### config.mk
export PLATFORM = sky130hd
export DESIGN_NAME = eepwc_host
export DESIGN_NICKNAME = d
export VERILOG_FILES = /design/src/rtl/eepwc_pkg.sv /design/src/rtl/eepwc_host.sv /design/src/rtl/eepwc_sync.sv
export SDC_FILE = /design/constraint.sdc
export NUM_CORES = 1
export LEC_CHECK = 0
export ABC_CLOCK_PERIOD_IN_PS = 7590
export BUFFER_PORTS_ARGS = -buffer_cell sky130_fd_sc_hd__buf_2
export CAP_MARGIN = 20
export CELL_PAD_IN_SITES_DETAIL_PLACEMENT = 1
export CELL_PAD_IN_SITES_GLOBAL_PLACEMENT = 1
export CORE_MARGIN = 5
export CORE_UTILIZATION = 45
export DETAILED_ROUTE_END_ITERATION = 10
export PLACE_DENSITY = 0.83
export SYNTH_ARGS = -nofsm -noshare
export SYNTH_HDL_FRONTEND = slang
export SYNTH_SLANG_ARGS = --single-unit
### constraint.sdc
create_clock -name i_ref_clk -period 7.59 [get_ports i_ref_clk]
set_clock_uncertainty 0.15 [all_clocks]
set_input_delay 1.1385 -clock i_ref_clk [delete_from_list [all_inputs] [get_ports i_ref_clk]]
set_output_delay 1.1385 -clock i_ref_clk [all_outputs]
set_load 0.1 [all_outputs]
### src/rtl/eepwc_pkg.sv
// Package of constants and types for the EEPROM page write host controller
`default_nettype none
package eepwc_pkg;
	// ==========================================================
	// Geometry
	localparam int ADDR_W      = 13;
	localparam int DATA_W      = 8;
	localparam int OFS_W       = 5;
	localparam int PAGE_BYTES  = 32;
	// ==========================================================
	// Timing
	localparam int CLK_MHZ     = 200;
	localparam int T_WP_NS     = 150;
	localparam int T_WH_NS     = 100;
	localparam int T_SETUP_NS  = 20;
	localparam int T_READ_NS   = 350;
	localparam int T_WINDOW_US = 100;
	localparam int T_WRITE_MS  = 10;
	localparam int WP_CYC      = (T_WP_NS * CLK_MHZ + 999) / 1000;
	localparam int WH_CYC      = (T_WH_NS * CLK_MHZ + 999) / 1000;
	localparam int SETUP_CYC   = (T_SETUP_NS * CLK_MHZ + 999) / 1000;
	localparam int READ_CYC    = (T_READ_NS * CLK_MHZ + 999) / 1000;
	localparam int WINDOW_CYC  = T_WINDOW_US * CLK_MHZ;
	localparam int WRITE_CYC   = T_WRITE_MS * 1000 * CLK_MHZ;
	localparam int CNT_W       = 24;
	localparam logic [2:0] SYNC_RST = 3'h7;
	// ==========================================================
	// Types
	typedef enum logic [2:0] {
		EEPWC_IDLE  = 3'h0,
		EEPWC_SETUP = 3'h1,
		EEPWC_PULSE = 3'h3,
		EEPWC_HIGH  = 3'h2,
		EEPWC_WAIT  = 3'h6,
		EEPWC_POLL  = 3'h7,
		EEPWC_PREAD = 3'h5,
		EEPWC_DESEL = 3'h4
	} eepwc_state_t;

	typedef struct packed {
		logic              ce_n;
		logic              oe_n;
		logic              we_n;
		logic [ADDR_W-1:0] addr;
		logic [DATA_W-1:0] dout;
		logic              doe;
	} eepwc_pins_t;

	typedef struct packed {
		logic [ADDR_W-1:0] addr;
		logic [DATA_W-1:0] data;
		logic              last;
	} eepwc_req_t;
endpackage
`default_nettype wire

### src/rtl/eepwc_host.sv
// Host controller that writes pages into a byte-wide asynchronous EEPROM
// Operation
// Device holds 8192 bytes, 13-bit address
// One to thirty-two byte loads per write
// Device commits page within ten milliseconds
// Only loaded bytes are changed
// Write only with output-enable inactive
// Device blocks writes when supply low
// Ready/busy low from first write-enable rise
// Ready/busy high when write completes
// After completion, deselect the device
// Next write only after polling shows done; host still takes one after a timeout
// Window timer restarts at write-enable rise
// Write-enable fall halts the window timer
// Polled read shows inverted MSB while busy
// Page bytes share upper eight address bits
`default_nettype none
module eepwc_host #(
	parameter int WINDOW_CYCLES = eepwc_pkg::WINDOW_CYC,
	parameter int WRITE_CYCLES  = eepwc_pkg::WRITE_CYC
) (
	input  wire logic                        i_ref_clk,
	input  wire logic                        i_arst_n,
	input  wire logic                        i_req_valid,
	input  wire logic [eepwc_pkg::ADDR_W-1:0] i_req_addr,
	input  wire logic [eepwc_pkg::DATA_W-1:0] i_req_data,
	input  wire logic                        i_req_last,
	output logic                             o_req_ready,
	output logic                             o_done,
	output logic                             o_timeout,
	output logic                             o_busy,
	output logic                             o_ce_n,
	output logic                             o_oe_n,
	output logic                             o_we_n,
	output logic [eepwc_pkg::ADDR_W-1:0]     o_addr,
	output logic [eepwc_pkg::DATA_W-1:0]     o_data,
	output logic                             o_data_oe,
	input  wire logic [eepwc_pkg::DATA_W-1:0] i_data,
	input  wire logic                        i_ready_busy
);
	// ==========================================================
	// State
	typedef struct packed {
		eepwc_pkg::eepwc_state_t           st;
		eepwc_pkg::eepwc_pins_t            pin;
		eepwc_pkg::eepwc_req_t             cur;
		logic [eepwc_pkg::ADDR_W-1:0]      last_addr;
		logic [eepwc_pkg::DATA_W-1:0]      last_data;
		logic [eepwc_pkg::ADDR_W-1:0]      page;
		logic [eepwc_pkg::OFS_W:0]         loads;
		logic [eepwc_pkg::CNT_W-1:0]       cnt;
		logic [eepwc_pkg::CNT_W-1:0]       wcnt;
		logic                              ready;
		logic                              done;
		logic                              timeout;
		logic                              busy;
	} eepwc_st_t;

	eepwc_st_t s_r;
	eepwc_st_t s_nxt;
	logic      rb_level;
	logic [eepwc_pkg::DATA_W-1:0] din_r;
	logic [eepwc_pkg::DATA_W-1:0] din_s_r;
	logic [eepwc_pkg::DATA_W-1:0] din_t_r;

	eepwc_sync u_rb_sync (
		.i_ref_clk (i_ref_clk),
		.i_arst_n  (i_arst_n),
		.i_async   (i_ready_busy),
		.o_level   (rb_level)
	);

	// Pin data crosses three stages; compare waits well past access time
	always_ff @(posedge i_ref_clk or negedge i_arst_n)
	begin
		if (!i_arst_n)
		begin
			din_r   <= 8'h00;
			din_s_r <= 8'h00;
			din_t_r <= 8'h00;
		end
		else
		begin
			din_r   <= i_data;
			din_s_r <= din_r;
			din_t_r <= din_s_r;
		end
	end

	function automatic logic same_page(input logic [eepwc_pkg::ADDR_W-1:0] a,
		input logic [eepwc_pkg::ADDR_W-1:0] b);
		same_page = (a[eepwc_pkg::ADDR_W-1:eepwc_pkg::OFS_W] ==
			b[eepwc_pkg::ADDR_W-1:eepwc_pkg::OFS_W]);
	endfunction

	function automatic logic [eepwc_pkg::CNT_W-1:0] cyc(input int n);
		cyc = n[eepwc_pkg::CNT_W-1:0];
	endfunction

	// ==========================================================
	// Next state
	always_comb
	begin
		s_nxt         = s_r;
		s_nxt.done    = 1'b0;
		s_nxt.timeout = 1'b0;
		s_nxt.cnt     = (s_r.cnt != '0) ? s_r.cnt - 1'b1 : s_r.cnt;
		case (s_r.st)
			eepwc_pkg::EEPWC_IDLE:
			begin
				s_nxt.pin.ce_n = 1'b1;
				s_nxt.pin.oe_n = 1'b1;
				s_nxt.pin.we_n = 1'b1;
				s_nxt.pin.doe  = 1'b0;
				s_nxt.busy     = 1'b0;
				if (s_r.ready && i_req_valid)
				begin
					s_nxt.ready      = 1'b0;
					s_nxt.cur.addr   = i_req_addr;
					s_nxt.cur.data   = i_req_data;
					s_nxt.cur.last   = i_req_last;
					s_nxt.page       = i_req_addr;
					s_nxt.loads      = '0;
					s_nxt.busy       = 1'b1;
					s_nxt.st         = eepwc_pkg::EEPWC_SETUP;
					s_nxt.cnt        = cyc(eepwc_pkg::SETUP_CYC);
				end
			end
			eepwc_pkg::EEPWC_SETUP:
			begin
				// Keep output-enable high through every load
				s_nxt.pin.oe_n = 1'b1;
				s_nxt.pin.ce_n = 1'b0;
				s_nxt.pin.addr = s_r.cur.addr;
				s_nxt.pin.dout = s_r.cur.data;
				s_nxt.pin.doe  = 1'b1;
				if (s_r.cnt == '0)
				begin
					// Falling write-enable halts the device window timer
					s_nxt.pin.we_n = 1'b0;
					s_nxt.st       = eepwc_pkg::EEPWC_PULSE;
					s_nxt.cnt      = cyc(eepwc_pkg::WP_CYC);
				end
			end
			eepwc_pkg::EEPWC_PULSE:
			begin
				if (s_r.cnt == '0)
				begin
					// Rising edge loads the byte and restarts the window
					s_nxt.pin.we_n = 1'b1;
					s_nxt.last_addr = s_r.cur.addr;
					s_nxt.last_data = s_r.cur.data;
					s_nxt.loads    = s_r.loads + 1'b1;
					s_nxt.st       = eepwc_pkg::EEPWC_HIGH;
					s_nxt.cnt      = cyc(eepwc_pkg::WH_CYC);
				end
			end
			eepwc_pkg::EEPWC_HIGH:
			begin
				// Stay inside the page, at most 32 loads
				if (!s_r.cur.last && s_r.loads < 6'(eepwc_pkg::PAGE_BYTES))
				begin
					s_nxt.ready = (s_r.cnt == '0);
					if (s_r.ready && i_req_valid && same_page(i_req_addr, s_r.page))
					begin
						s_nxt.ready    = 1'b0;
						s_nxt.cur.addr = i_req_addr;
						s_nxt.cur.data = i_req_data;
						s_nxt.cur.last = i_req_last;
						s_nxt.st       = eepwc_pkg::EEPWC_SETUP;
						s_nxt.cnt      = cyc(eepwc_pkg::SETUP_CYC);
					end
				end
				else if (s_r.cnt == '0)
				begin
					s_nxt.ready   = 1'b0;
					s_nxt.pin.doe = 1'b0;
					s_nxt.pin.ce_n = 1'b1;
					// Let the window lapse before polling
					s_nxt.st      = eepwc_pkg::EEPWC_WAIT;
					s_nxt.cnt     = cyc(WINDOW_CYCLES);
					s_nxt.wcnt    = cyc(WRITE_CYCLES);
				end
				// Caller waiting too long keeps ready high and stays in this state
				if (s_r.ready && !i_req_valid && s_r.cnt == '0 && s_nxt.st == s_r.st)
				begin
					s_nxt.ready = 1'b1;
				end
			end
			eepwc_pkg::EEPWC_WAIT:
			begin
				s_nxt.wcnt = (s_r.wcnt != '0) ? s_r.wcnt - 1'b1 : s_r.wcnt;
				if (s_r.cnt == '0)
				begin
					s_nxt.st  = eepwc_pkg::EEPWC_POLL;
				end
			end
			eepwc_pkg::EEPWC_POLL:
			begin
				s_nxt.wcnt = (s_r.wcnt != '0) ? s_r.wcnt - 1'b1 : s_r.wcnt;
				s_nxt.pin.addr = s_r.last_addr;
				s_nxt.pin.we_n = 1'b1;
				s_nxt.pin.ce_n = 1'b0;
				s_nxt.pin.oe_n = 1'b0;
				s_nxt.st       = eepwc_pkg::EEPWC_PREAD;
				s_nxt.cnt      = cyc(eepwc_pkg::READ_CYC);
			end
			eepwc_pkg::EEPWC_PREAD:
			begin
				s_nxt.wcnt = (s_r.wcnt != '0) ? s_r.wcnt - 1'b1 : s_r.wcnt;
				if (s_r.cnt == '0)
				begin
					// True data and ready/busy high means done
					if (rb_level && din_t_r == s_r.last_data)
					begin
						s_nxt.st = eepwc_pkg::EEPWC_DESEL;
					end
					else if (s_r.wcnt == '0)
					begin
						s_nxt.timeout = 1'b1;
						s_nxt.st      = eepwc_pkg::EEPWC_DESEL;
					end
					else
					begin
						s_nxt.pin.oe_n = 1'b1;
						s_nxt.pin.ce_n = 1'b1;
						s_nxt.st       = eepwc_pkg::EEPWC_POLL;
					end
				end
			end
			eepwc_pkg::EEPWC_DESEL:
			begin
				// Chip-enable high ends the cycle cleanly
				s_nxt.pin.ce_n = 1'b1;
				s_nxt.pin.oe_n = 1'b1;
				s_nxt.done     = ~s_r.timeout;
				s_nxt.busy     = 1'b0;
				s_nxt.ready    = 1'b1;
				s_nxt.st       = eepwc_pkg::EEPWC_IDLE;
			end
			default:
			begin
				s_nxt.st = eepwc_pkg::EEPWC_IDLE;
			end
		endcase
	end

	// ==========================================================
	// Registers
	always_ff @(posedge i_ref_clk or negedge i_arst_n)
	begin
		if (!i_arst_n)
		begin
			s_r          <= '0;
			s_r.st       <= eepwc_pkg::EEPWC_IDLE;
			s_r.pin.ce_n <= 1'b1;
			s_r.pin.oe_n <= 1'b1;
			s_r.pin.we_n <= 1'b1;
			s_r.ready    <= 1'b1;
		end
		else
		begin
			s_r <= s_nxt;
		end
	end

	assign o_req_ready = s_r.ready;
	assign o_done      = s_r.done;
	assign o_timeout   = s_r.timeout;
	assign o_busy      = s_r.busy;
	assign o_ce_n      = s_r.pin.ce_n;
	assign o_oe_n      = s_r.pin.oe_n;
	assign o_we_n      = s_r.pin.we_n;
	assign o_addr      = s_r.pin.addr;
	assign o_data      = s_r.pin.dout;
	assign o_data_oe   = s_r.pin.doe;
endmodule
`default_nettype wire

### src/rtl/eepwc_sync.sv
// Three-stage input synchroniser with agreement detect
`default_nettype none
module eepwc_sync (
	input  wire logic i_ref_clk,
	input  wire logic i_arst_n,
	input  wire logic i_async,
	output logic      o_level
);
	logic [2:0] sync_r;
	logic       level_r;

	always_ff @(posedge i_ref_clk or negedge i_arst_n)
	begin
		if (!i_arst_n)
		begin
			sync_r  <= eepwc_pkg::SYNC_RST;
			level_r <= 1'b1;
		end
		else
		begin
			sync_r <= {sync_r[1:0], i_async};
			// Stage 0 feeds only stage 1; decide on stages 1 and 2
			if (sync_r[1] == sync_r[2])
				level_r <= sync_r[2];
		end
	end

	assign o_level = level_r;
endmodule
`default_nettype wire

-- Yosys cells after proc, flatten, opt, wreduce, memory -nomap -nowiden
Index checks and enable logic that the tools add are counted.
- flip-flop bits (word level): 170
- word-level logic and storage cells: 145
- input port bits: 34
- eq/ne operators: 24
- muxes and demuxes: 51
- reduce and logical (&&, ||, !) cells: 40
- bitwise operators: 1
- $add $sub $neg: 3
- $lt $le $gt $ge: 1
- operator list (cell ; number):
    $mux W24 ; 6
    $pmux W24 S5 ; 1
    $mux W22 ; 3
    $mux W30 ; 2
    $mux W49 ; 1
    $logic_not A24 Y1 ; 2
    $pmux W24 S2 ; 1
    $reduce_bool A24 Y1 ; 2
    $sub A24 B1 Y24 const B ; 2
    $pmux W22 S2 ; 1
    $pmux W13 S2 ; 1
    $pmux W3 S8 ; 1
    $ne A2 B2 Y1 const B ; 11
    $mux W3 ; 7
    $eq A8 B8 Y1 ; 2
    $mux W1 ; 14
    $eq A3 B3 Y1 const B ; 4
    $pmux W1 S3 ; 4
    $pmux W6 S2 ; 1
    $reduce_and A3 Y1 ; 4
    $reduce_and A4 Y1 ; 3
    $reduce_bool A3 Y1 ; 4
    $reduce_bool A2 Y1 ; 5
    $mux W2 ; 4
    22 further kinds ; 34

-- Logic depth before layout (Yosys ltp)
Gate-level depths: netlist of run 1.
- word-level depth: 9
- gate-level depth with buffers: 10
- depth with buffers taken out: 9

-- Cells and area by module
From an unflattened synthesis of run 1, not the netlist that was laid out.
- cells, all modules: 698
- area, all modules: 7493.4 um^2
- by module, submodules not included (module ; cells each ; sequential area each (um^2) ; times used ; area each (um^2)):
    eepwc_host ; 693 ; 4033.9 ; 1 ; 7377.1
    eepwc_sync ; 5 ; 105.1 ; 1 ; 116.4

-- Worst setup path after synthesis of run 1
No wires, ideal clock.
- kind: input to register
- start: input port i_req_addr[10] (netlist name)
- end: register s_r[100] (netlist name)
- setup time: 0.125 ns
- required time: 7.315 ns
- cell stages on the path: 6
- path slack: 4.754 ns
- arrival time: 2.561 ns
- cell sequence: xor2_1 -> nor4_1 -> nand4_1 -> o21a_1 -> buf_1 -> mux2_2
- word-level cells in the longest chain between the ends: 4
- ends and longest elaborated chain (item ; RTL line ; text):
    from (decl) ; eepwc_host.sv:25 ; input wire logic [eepwc_pkg::ADDR_W-1:0] i_req_addr,
    $eq A8 B8 Y1 ; eepwc_host.sv:92 ; same_page = (a[eepwc_pkg::ADDR_W-1:eepwc_pkg::OFS_W] ==
    $logic_and A1 B1 Y1 ; eepwc_host.sv:164 ; if (s_r.ready && i_req_valid && same_page(i_req_addr, s_r.page))
    $ne A2 B2 Y1 (no source line) ; -- ;
    $reduce_and A4 Y1 (no source line) ; -- ;
    to (signal assigned) ; eepwc_host.sv:263 ; s_r <= s_nxt;
    to (decl) ; eepwc_host.sv:59 ; eepwc_st_t s_r;
Every way passes these cells.
A chain may end at the register's enable or synchronous reset.

==> results of run 1 <==
## layout make-up
class	instances	area, sq um	share of cell area
clock buffers	17	425.4	0.04872
repair buffers	69	392.9	0.04499
flip-flops and latches	165	4139	0.4740
inverters	17	63.81	0.007308
multi-input cells	502	3217	0.3684
well taps	225	281.5	0.03224
clock inverters	15	212.7	0.02436
## logic make-up after synthesis
logic type	share of synthesized area
compound gates	0.1287
xor+xnor	0.04289
fa+ha+maj	0.009352
buf+inv	0.05208
flops	0.5334
mux	0.06159
simple gates	0.1720
## path summary, 6_finish.rpt
kind | startpoint | endpoint | cells after the start
max | s_r[28]$_DFF_PN0_ | s_r[31]$_DFF_PN0_ | 8
min | din_r[2]$_DFF_PN0_ | din_s_r[2]$_DFF_PN0_ | 0
min in group asynchronous | i_arst_n | s_r[42]$_DFF_PN0_ | 1
min reg2reg | din_r[2]$_DFF_PN0_ | din_s_r[2]$_DFF_PN0_ | 0
max in group asynchronous | i_arst_n | s_r[63]$_DFFE_PN0P_ | 2
max reg2reg | s_r[28]$_DFF_PN0_ | s_r[31]$_DFF_PN0_ | 8
## metal layers
layer | global-route usage | part of all wire | up-vias
met5 | 0 | 0 | -
met4 | 0.07751 | 0.021 | 0
met3 | 0.03674 | 0.033 | 28
met2 | 0.4083 | 0.54 | 156
met1 | 0.2664 | 0.41 | 3169
li1 | - | - | 2723
## worst max-delay path, stage by stage, from the launching register on
cell and delay [ps]:
dfrtp_1 380, inv_1 130, ha_1 180, or3b_2 500, or3_1 740, nor2_4 350, inv_2 140, a221oi_2 920
a221oi_1 290
## Yosys cell counts, drive strengths merged (5+ instances only)
library cell	instances	share of area
buf	34	0.030
dfrtp	157	0.51
o31ai	9	0.0087
mux2	38	0.055
or4	10	0.011
a21oi	38	0.025
o21ai	25	0.016
clkbuf	28	0.014
xor2	29	0.033
xnor2	9	0.010
nor4	19	0.018
o22ai	30	0.024
nor3	19	0.012
mux2i	5	0.0064
inv	16	0.0077
dfstp	8	0.027
or3	15	0.012
nor2	43	0.022
nand2	88	0.043
o211ai	5	0.0048
ha	5	0.0081
or2	7	0.0056
nand3	27	0.017
o22a	13	0.015
nand4	14	0.011
## cells in the final DEF (no fill, tap or decap), types with 5 or more instances in the layout
cell and count:
a21oi_1 38, buf_2 61, buf_4 5, clkbuf_16 17, clkinv_8 6, dfrtp_1 157, dfstp_2 8, ha_1 5
inv_1 15, mux2_2 38, mux2i_1 5, nand2_1 88, nand3_1 27, nand4_1 14, nor2_1 42, nor3_1 19
nor4_1 17, o211ai_1 5, o21ai_0 24, o22a_1 13, o22ai_1 30, o31ai_1 9, or2_2 7, or3_1 15
or4_1 8, xnor2_1 9, xor2_1 29
## sequential cells by signal (all words and copies together), names as in the netlist
register / flops
s_r: 108
o_addr: 13
din_r: 8
din_s_r: 8
din_t_r: 8
o_data: 8
u_rb_sync.sync_r: 3
o_busy: 1
o_ce_n: 1
o_data_oe: 1
o_done: 1
o_oe_n: 1
o_req_ready: 1
o_timeout: 1
o_we_n: 1
u_rb_sync.o_level: 1
## metrics by stage
| stage | hold WS [ps] | std cells | instance area (sq um) |
|---|---|---|---|
| 2_1_floorplan | 181.2 | 746 | 7760 |
| 3_3_place_gp | 185.1 | 976 | 8055 |
| 3_5_place_dp | 187.0 | 977 | 8066 |
| 4_1_cts | 206.1 | 1009 | 8705 |
| 5_1_grt | 208.9 | 1010 | 8732 |
| 6_report | 202.1 | 1010 | 8732 |
## power by group
group	leakage (nW)	internal (mW)	switching [mW]	total, mW
sequential	2.07	0.887	0.00342	0.891
combinational	1.69	0.00980	0.0244	0.0342
clock	0.303	0.460	0.447	0.906
==> metrics.yaml, run 1 <==
sta:
  fmax_mhz: 251.4
  finalSetupTns_ps: 0
  drv_slew: 0
  setup-violations-final: 0
  hold_viol_final: 0
  max_slew_margin: 0.2348
  worst_pin_slew_ps: 1148
  rsz0062_at_grt: "no"
  final.setup.worst_slack_ps: 3612
  final_min_period_over_clock_period: 0.5241
  fin_crit_ps: 3978
floorplan:
  die_x_microns: 141.3
  core_area_sq_um: 17120
  ios: 63
  rows: 48
  initial_core_util: 0.4534
  die-area_sq_um: 19970
  chipHeight_microns: 141.3
finish:
  fillCellCount: 1875
  drive_gt1_frac: 0.2102
  utilization: 0.5102
  n_antenna_cell: 0
  syn_to_final_growth_pct: 12.53
  nNetsFinal: 811
detailed_routing:
  vias_per_cell: 6.016
  drtPass1Iterations: 4
  routedWlPerCell_microns: 21.19
  route.vias.total: 6076
  postRouteAntennaNets: 0
  drc: 0
  drtIter0Drc: 427
  wl_microns: 21400
pwr:
  cellPowerDensity_nw_per_um2: 209.7
  leakage_nw: 4.066
  ir_worst_vdd_uv: 172.0
  power.total_mw: 1.831
global_routing:
  grt_pass1_wl_microns: 35580
  track_usage: 0.2236
  grt_pass1_vias: 6687
  antenna_found_initial: 0
  gr-total-overflow: 0
  grt_start_max_net_pins: 105
synthesis:
  synthDistinctLibCells: 59
  ys_seq_elements: 165
  synthCells: 746
  syn-num-nets: 785
  netlist_area_sq_um: 7760
  ys_seq_area_frac: 0.5334
  synth-edff-count: 0
  async_flop_share: 1.000
  synth_warnings: 0
  avgSynthCellArea_sq_um: 10.40
  ys.flop_type: "dfrtp_1"
clock_tree:
  cts_hold_buffers: 0
  cts-resized-gates: 0
  htreeDepth: 4
  cts_setup_buffers: 0
  root_buffer: "clkbuf_16"
  cts_tree: "done"
  clock_latency_ps: 440
  clkSinkCount: 165
  cts_buffer_depth: 2
  cts_made_buffers: 17
  clkTransAtPathRegs_ps: 80
setup_path:
  required_ps: 7670
  critPathKind: "reg2reg"
  arrival_ps: 4060
  cp-start-kind: "register"
  reg2reg_setup_slack_ps: 3610
  critPathCaptureType: "register"
  path_max_fanout: 27
placed_design:
  dp_hpwl_microns: 13960
  place_congestion: 0.9172
  io_buffers: 62
  post-place-ws_ps: 3749
flow_run:
  maxCapViolCount: 0
status:
  status: "complete, no violations"
worst_hold_path:
  hold_path_class: "reg2reg"
Power figures use the tool's default switching activity.
==> run 2, diff against run 1 <==
--- a/config.mk
+++ b/config.mk
@@ -5,7 +5,7 @@
 export SDC_FILE = /design/constraint.sdc
 export NUM_CORES = 1
 export LEC_CHECK = 0
-export ABC_CLOCK_PERIOD_IN_PS = 7590
+export ABC_CLOCK_PERIOD_IN_PS = 4000
 export BUFFER_PORTS_ARGS = -buffer_cell sky130_fd_sc_hd__buf_2
 export CAP_MARGIN = 20
 export CELL_PAD_IN_SITES_DETAIL_PLACEMENT = 1
==> constraint.sdc (replaced) <==
create_clock -name i_ref_clk -period 4 [get_ports i_ref_clk]
set_clock_uncertainty 0.15 [all_clocks]
set_input_delay 0.6 -clock i_ref_clk [delete_from_list [all_inputs] [get_ports i_ref_clk]]
set_output_delay 0.6 -clock i_ref_clk [all_outputs]
set_load 0.1 [all_outputs]
==> run 2 against run 1 <==
Net effect: clock power rose by 85%; worst setup slack got worse by 2800 ps; wire length fell by 0.95%; cell count rose by 0.89%; non-clock buffer count rose by 9; count of clock-buffer cells in the layout did not move; critical path depth fell by 1; fmax rose by 26%; register-to-register slack got worse by 2800 ps; utilization rose by 0.31 points; combinational power rose by 94%; largest power group is now registers.
==> metrics.yaml, run 2 (synthesis results as in run 1) <==
status:
  status: "complete, no violations"
global_routing:
  gr-total-overflow: 0  # unchanged
  grt_start_max_net_pins: 69  # -34%
  grt_pass1_vias: 6634  # -0.79%
  track_usage: 0.2196  # -0.004076
  grt_pass1_wl_microns: 34780  # -2.2%
  antenna_found_initial: 0  # unchanged
clock_tree:
  clkSinkCount: 165  # unchanged
  clkTransAtPathRegs_ps: 70  # about the same
  cts_buffer_depth: 2  # unchanged
  clock_latency_ps: 440  # about the same
  root_buffer: "clkbuf_16"
  cts_tree: "done"
  cts_made_buffers: 17  # unchanged
  cts-resized-gates: 0  # unchanged
  cts_setup_buffers: 0  # unchanged
  cts_hold_buffers: 0  # unchanged
  htreeDepth: 4  # unchanged
pwr:
  power.total_mw: 3.434  # +88%
  seqPwrFrac: 0.492  # +0.006
  cellPowerDensity_nw_per_um2: 390.9  # +86%
  p_sw_mw: 0.8723  # +84%
  p_comb_frac: 0.019  # about the same
  clock_power_share: 0.488  # -0.007
  ir_worst_vdd_uv: 299.3  # +74%
  p_int_mw: 2.562  # +89%
  leakage_nw: 4.106  # +0.99%
  p_sw_frac: 0.2540  # -0.005151
floorplan:
  ios: 63  # unchanged
  rows: 48  # unchanged
  chipHeight_microns: 141.3  # unchanged
  initial_core_util: 0.4534  # unchanged
  core_area_sq_um: 17120  # unchanged
  die_x_microns: 141.3  # unchanged
  die-area_sq_um: 19970  # unchanged
finish:
  syn_to_final_growth_pct: 13.21
  nNetsFinal: 820  # +1.1%
  instances_no_fill: 1019  # +0.89%
  fillCellCount: 1887  # +0.64%
  n_antenna_cell: 0  # unchanged
  layout_commonest_cell: "dfrtp_1"
  regMostFlops: "s_r"
  layout_common_cells: "157 x dfrtp_1, 88 x nand2_1, 61 x buf_2"
  utilization: 0.5132  # +0.003070
  largest_reg_flops: 108  # unchanged
  drive_gt1_frac: 0.2191  # +0.008952
  fin_area_sq_um: 8785  # +0.60%
setup_path:
  r2r-start: "s_r[28]$_DFF_PN0_"
  arrival_ps: 3370  # -690 ps
  reg2reg_setup_slack_ps: 850  # -2760 ps
  r2r_end: "s_r[57]$_DFFE_PN0P_"
  cp-start-kind: "register"
  path_max_fanout: 31  # +15%
  critPathCaptureType: "register"
  r2r_cells: 7  # -1
  critPathKind: "reg2reg"
  required_ps: 4220  # -3450 ps
placed_design:
  placed_cell_area_sq_um: 8130  # +0.79%
  placed_cells: 986  # +0.92%
  io_buffers: 62  # unchanged
  place_congestion: 0.8608  # -6.1%
  dp_hpwl_microns: 13930  # -0.27%
detailed_routing:
  drtPass1Iterations: 5  # +1
  drtIter0Drc: 398  # -6.8%
  route.vias.total: 6105  # +0.48%
  drc: 0  # unchanged
  vias_per_cell: 5.991  # -0.41%
  postRouteAntennaNets: 0  # unchanged
  wl_microns: 21200  # -0.95%
  routedWlPerCell_microns: 20.80  # -1.8%
sta:
  drv_slew: 0  # unchanged
  final_min_period_over_clock_period: 0.7873  # +0.2632
  setup-violations-final: 0  # unchanged
  fmax_mhz: 317.5  # +26%
  rsz0062_at_grt: "no"
  worst_pin_slew_ps: 1038  # -109.4 ps
  fin_crit_ps: 3149  # -828.9 ps
  hold_viol_final: 0  # unchanged
  finalSetupTns_ps: 0  # unchanged
  max_slew_margin: 0.3024  # +0.06759
flow_run:
  maxCapViolCount: 0  # unchanged
worst_hold_path:
  hold_path_class: "in2async"
run 2: cell count changes in the layout (fill, tap and decap cells not counted), sizes merged:
cell	change
buf	+9
clkinv	+2
clkinvlp	-1
inv	-1
run 2: how the worst max path moves through the flow:
stage	end	start	cells after the start
6_report	s_r[57]$_DFFE_PN0P_	s_r[28]$_DFF_PN0_	7
5_1_grt	s_r[55]$_DFFE_PN0P_	s_r[28]$_DFF_PN0_	7
4_1_cts	s_r[57]$_DFFE_PN0P_	s_r[28]$_DFF_PN0_	7
3_5_place_dp	s_r[57]$_DFFE_PN0P_	s_r[28]$_DFF_PN0_	7
3_3_place_gp	s_r[57]$_DFFE_PN0P_	s_r[28]$_DFF_PN0_	7
2_1_floorplan	s_r[78]$_DFFE_PN0P_	s_r[43]$_DFF_PN0_	9
run 2: final cells by class:
type	count	area, sq um	area share
Clock buffer	17	425.4	0.04843
Timing Repair Buffer	78	456.7	0.05199
Clock inverter	15	201.4	0.02293
Sequential cell	165	4139	0.4712
Multi-Input combinational cell	502	3217	0.3662
Tap cell	225	281.5	0.03205
Inverter	17	63.81	0.007264
run 2: routing by layer:
metal / GRT usage / wire length (microns) / vias up
met1: 0.2639 / 8551 / 3141
met5: 0 / 0 / -
li1: - / - / 2750
met4: 0.1005 / 649 / 0
met3: 0.03910 / 775 / 52
met2: 0.3840 / 11220 / 162
run 2: per-stage QoR:
step	setup slack [ps]	hold WS, ps
floorplan	1242	154.4
global placement	1038	183.8
detailed placement	937.8	186.2
CTS	847.1	29.33
global route	751.7	61.71
finish	850.8	9.513
run 2: power groups by stage:
stage / sequential (mW) / clock [mW] / combinational, mW
finish: 1.69 / 1.68 / 0.0663
global route: 1.69 / 1.79 / 0.0770
CTS: 1.69 / 1.71 / 0.0695
detailed placement: 1.72 / 0 / 0.0687
global placement: 1.72 / 0 / 0.0658
floorplan: 1.72 / 0 / 0.00941
run 2: worst max-delay path, cell delays in order, from the launching register on:
cell and delay, ps:
dfrtp_1 380, inv_1 120, ha_1 190, or3b_2 500, or3_1 470, or4_4 760
or3_1 410, nand3_1 80
==> run 3, diff against run 2 <==
--- a/config.mk
+++ b/config.mk
@@ -5,13 +5,13 @@
 export SDC_FILE = /design/constraint.sdc
 export NUM_CORES = 1
 export LEC_CHECK = 0
-export ABC_CLOCK_PERIOD_IN_PS = 4000
+export ABC_CLOCK_PERIOD_IN_PS = 2800
 export BUFFER_PORTS_ARGS = -buffer_cell sky130_fd_sc_hd__buf_2
 export CAP_MARGIN = 20
 export CELL_PAD_IN_SITES_DETAIL_PLACEMENT = 1
 export CELL_PAD_IN_SITES_GLOBAL_PLACEMENT = 1
 export CORE_MARGIN = 5
-export CORE_UTILIZATION = 45
+export CORE_UTILIZATION = 43
 export DETAILED_ROUTE_END_ITERATION = 10
 export PLACE_DENSITY = 0.83
 export SYNTH_ARGS = -nofsm -noshare
==> constraint.sdc (replaced) <==
create_clock -name i_ref_clk -period 2.8 [get_ports i_ref_clk]
set_clock_uncertainty 0.15 [all_clocks]
set_input_delay 0.42 -clock i_ref_clk [delete_from_list [all_inputs] [get_ports i_ref_clk]]
set_output_delay 0.42 -clock i_ref_clk [all_outputs]
set_load 0.1 [all_outputs]
==> run 3 against run 2 <==
Net effect: sequential share of layout area is 2.0 points lower; total power is 44% higher; count of clock-buffer cells in the layout stayed put; worst setup slack worse by 750 ps; die area is 4.3% higher; non-clock buffer count is 39 higher; critical path depth is 2 lower; first-iteration DRC count is 28% lower; global-route usage is 0.11 points higher; worst hold slack better by 43 ps; sequential cell count stayed put; critical path type unchanged; largest power group unchanged; highest routed layer unchanged.
==> metrics.yaml, run 3 (synthesis results as in run 1) <==
status:
  status: "complete, no violations"
detailed_routing:
  routedWlPerCell_microns: 20.40  # -1.9%
  wl_microns: 21660  # +2.2%
  vias_per_cell: 5.841  # -2.5%
  drtIter0Drc: 287  # -28%
  drtPass1Iterations: 5  # unchanged
  drc: 0  # unchanged
  route.vias.total: 6203  # +1.6%
  postRouteAntennaNets: 0  # unchanged
sta:
  finalSetupTns_ps: 0  # unchanged
  worst_pin_slew_ps: 765.8  # -272.6 ps
  drv_slew: 0  # unchanged
  max_slew_margin: 0.4894  # +0.1871
  fmax_mhz: 370.2  # +17%
  final_min_period_over_clock_period: 0.9649  # +0.1776
  fin_crit_ps: 2702  # -447.6 ps
  rsz0062_at_grt: "no"
  setup-violations-final: 0  # unchanged
  hold_viol_final: 0  # unchanged
global_routing:
  antenna_found_initial: 0  # unchanged
  grt_start_max_net_pins: 63  # -8.7%
  grt_pass1_wl_microns: 36110  # +3.8%
  track_usage: 0.2206  # +0.001082
  grt_pass1_vias: 6929  # +4.4%
  gr-total-overflow: 0  # unchanged
pwr:
  leakage_nw: 4.303  # +4.8%
  p_sw_mw: 1.261  # +45%
  p_sw_frac: 0.2556  # +0.001610
  power.total_mw: 4.934  # +44%
  seqPwrFrac: 0.490  # -0.002
  clock_power_share: 0.488  # about the same
  ir_worst_vdd_uv: 419.4  # +40%
  p_comb_frac: 0.023  # +0.004
  cellPowerDensity_nw_per_um2: 537.2  # +37%
  p_int_mw: 3.673  # +43%
worst_hold_path:
  min_path_cells: 2
  hold_path_class: "in2reg"
  hold_start: "i_req_data[2]"
  hold_end: "s_r[95]$_DFFE_PN0P_"
setup_path:
  arrival_ps: 2930  # -440 ps
  critPathCaptureType: "register"
  path_max_fanout: 7  # -77%
  reg2reg_setup_slack_ps: 100  # -750 ps
  r2r-start: "s_r[46]$_DFF_PN0_"
  cp-start-kind: "register"
  critPathKind: "reg2reg"
  r2r_end: "s_r[57]$_DFFE_PN0P_"
  r2r_cells: 5  # -2
  required_ps: 3020  # -1200 ps
placed_design:
  dp_hpwl_microns: 13790  # -1.0%
  place_congestion: 0.8316  # -3.4%
  io_buffers: 62  # unchanged
  placed_cell_area_sq_um: 8416  # +3.5%
floorplan:
  die-area_sq_um: 20830  # +4.3%
  chipHeight_microns: 144.3  # +2.1%
  ios: 63  # unchanged
  core_area_sq_um: 17840  # +4.2%
  rows: 49  # +2.1%
  die_x_microns: 144.3  # +2.1%
  initial_core_util: 0.4350  # -0.01841
clock_tree:
  root_buffer: "clkbuf_16"
  clkTransAtPathRegs_ps: 70  # about the same
  cts_made_buffers: 17  # unchanged
  htreeDepth: 4  # unchanged
  cts_buffer_depth: 2  # unchanged
  clock_latency_ps: 440  # about the same
  clkSinkCount: 165  # unchanged
  cts_tree: "done"
finish:
  utilization: 0.5148  # +0.001532
  fillCellCount: 1945  # +3.1%
  fin_area_sq_um: 9184  # +4.5%
  layout_commonest_cell: "dfrtp_1"
  drive_gt1_frac: 0.2473  # +0.02816
  largest_reg_flops: 108  # unchanged
  n_antenna_cell: 0  # unchanged
  regMostFlops: "s_r"
  nNetsFinal: 859  # +4.8%
  syn_to_final_growth_pct: 18.35
  layout_common_cells: "157 x dfrtp_1, 88 x nand2_1, 61 x buf_2"
flow_run:
  maxCapViolCount: 0  # unchanged
## run 3: stage by stage
step,hold WS [ps],std cells,worst slack [ps]
detailed placement,185.7,1019,67.33
finish,52.33,1062,98.41
global route,46.49,1062,30.55
floorplan,-25.59,746,42.25
global placement,182.7,1019,102.5
CTS,36.80,1061,20.41
## run 3: worst max-delay path, stage by stage, from the launching register on
cell,delay (ps)
dfrtp_1,440
or4_1,570
or3_4,430
or4_4,600
or3_1,370
nand3_1,80
## run 3: layout make-up
cell class | count | area [sq um] | share of cell area
flip-flops and latches | 165 | 4139 | 0.4507
clock inverters | 15 | 196.4 | 0.02139
repair buffers | 117 | 833.3 | 0.09074
clock buffers | 17 | 425.4 | 0.04632
multi-input cells | 502 | 3239 | 0.3527
well taps | 229 | 286.5 | 0.03120
inverters | 17 | 63.81 | 0.006948
## run 3: power by group through the flow
stage / clock network, mW / registers, mW / logic, mW
after CTS: 2.45 / 2.42 / 0.114
after global placement: 0 / 2.46 / 0.0995
after global routing: 2.55 / 2.42 / 0.128
final: 2.41 / 2.42 / 0.111
after detailed placement: 0 / 2.46 / 0.101
after floorplan: 0 / 2.46 / 0.0134
## run 3: how the worst max path moves through the flow
| stage | from | to | cells past startpoint |
|---|---|---|---|
| 6_report | s_r[46]$_DFF_PN0_ | s_r[57]$_DFFE_PN0P_ | 5 |
| 3_3_place_gp | s_r[29]$_DFF_PN0_ | s_r[55]$_DFFE_PN0P_ | 8 |
| 3_5_place_dp | s_r[29]$_DFF_PN0_ | s_r[55]$_DFFE_PN0P_ | 8 |
| 5_1_grt | s_r[48]$_DFF_PN0_ | s_r[55]$_DFFE_PN0P_ | 5 |
| 4_1_cts | s_r[29]$_DFF_PN0_ | s_r[52]$_DFFE_PN0P_ | 8 |
| 2_1_floorplan | s_r[43]$_DFF_PN0_ | s_r[78]$_DFFE_PN0P_ | 9 |
## run 3: what timing repair did
action,4_1_cts,5_1_grt
hold endpoints to repair,65,0
hold buffers,10,0
pin swaps,1,1
gates resized for setup,0,9
endpoints found under the setup margin,2,39
setup buffers,0,1
## run 3: layer usage
layer  GRT usage  share of wire
met1      0.2623           0.42
met2      0.3850           0.51
met3     0.05324          0.040
met4     0.08787          0.027
met5           0              0
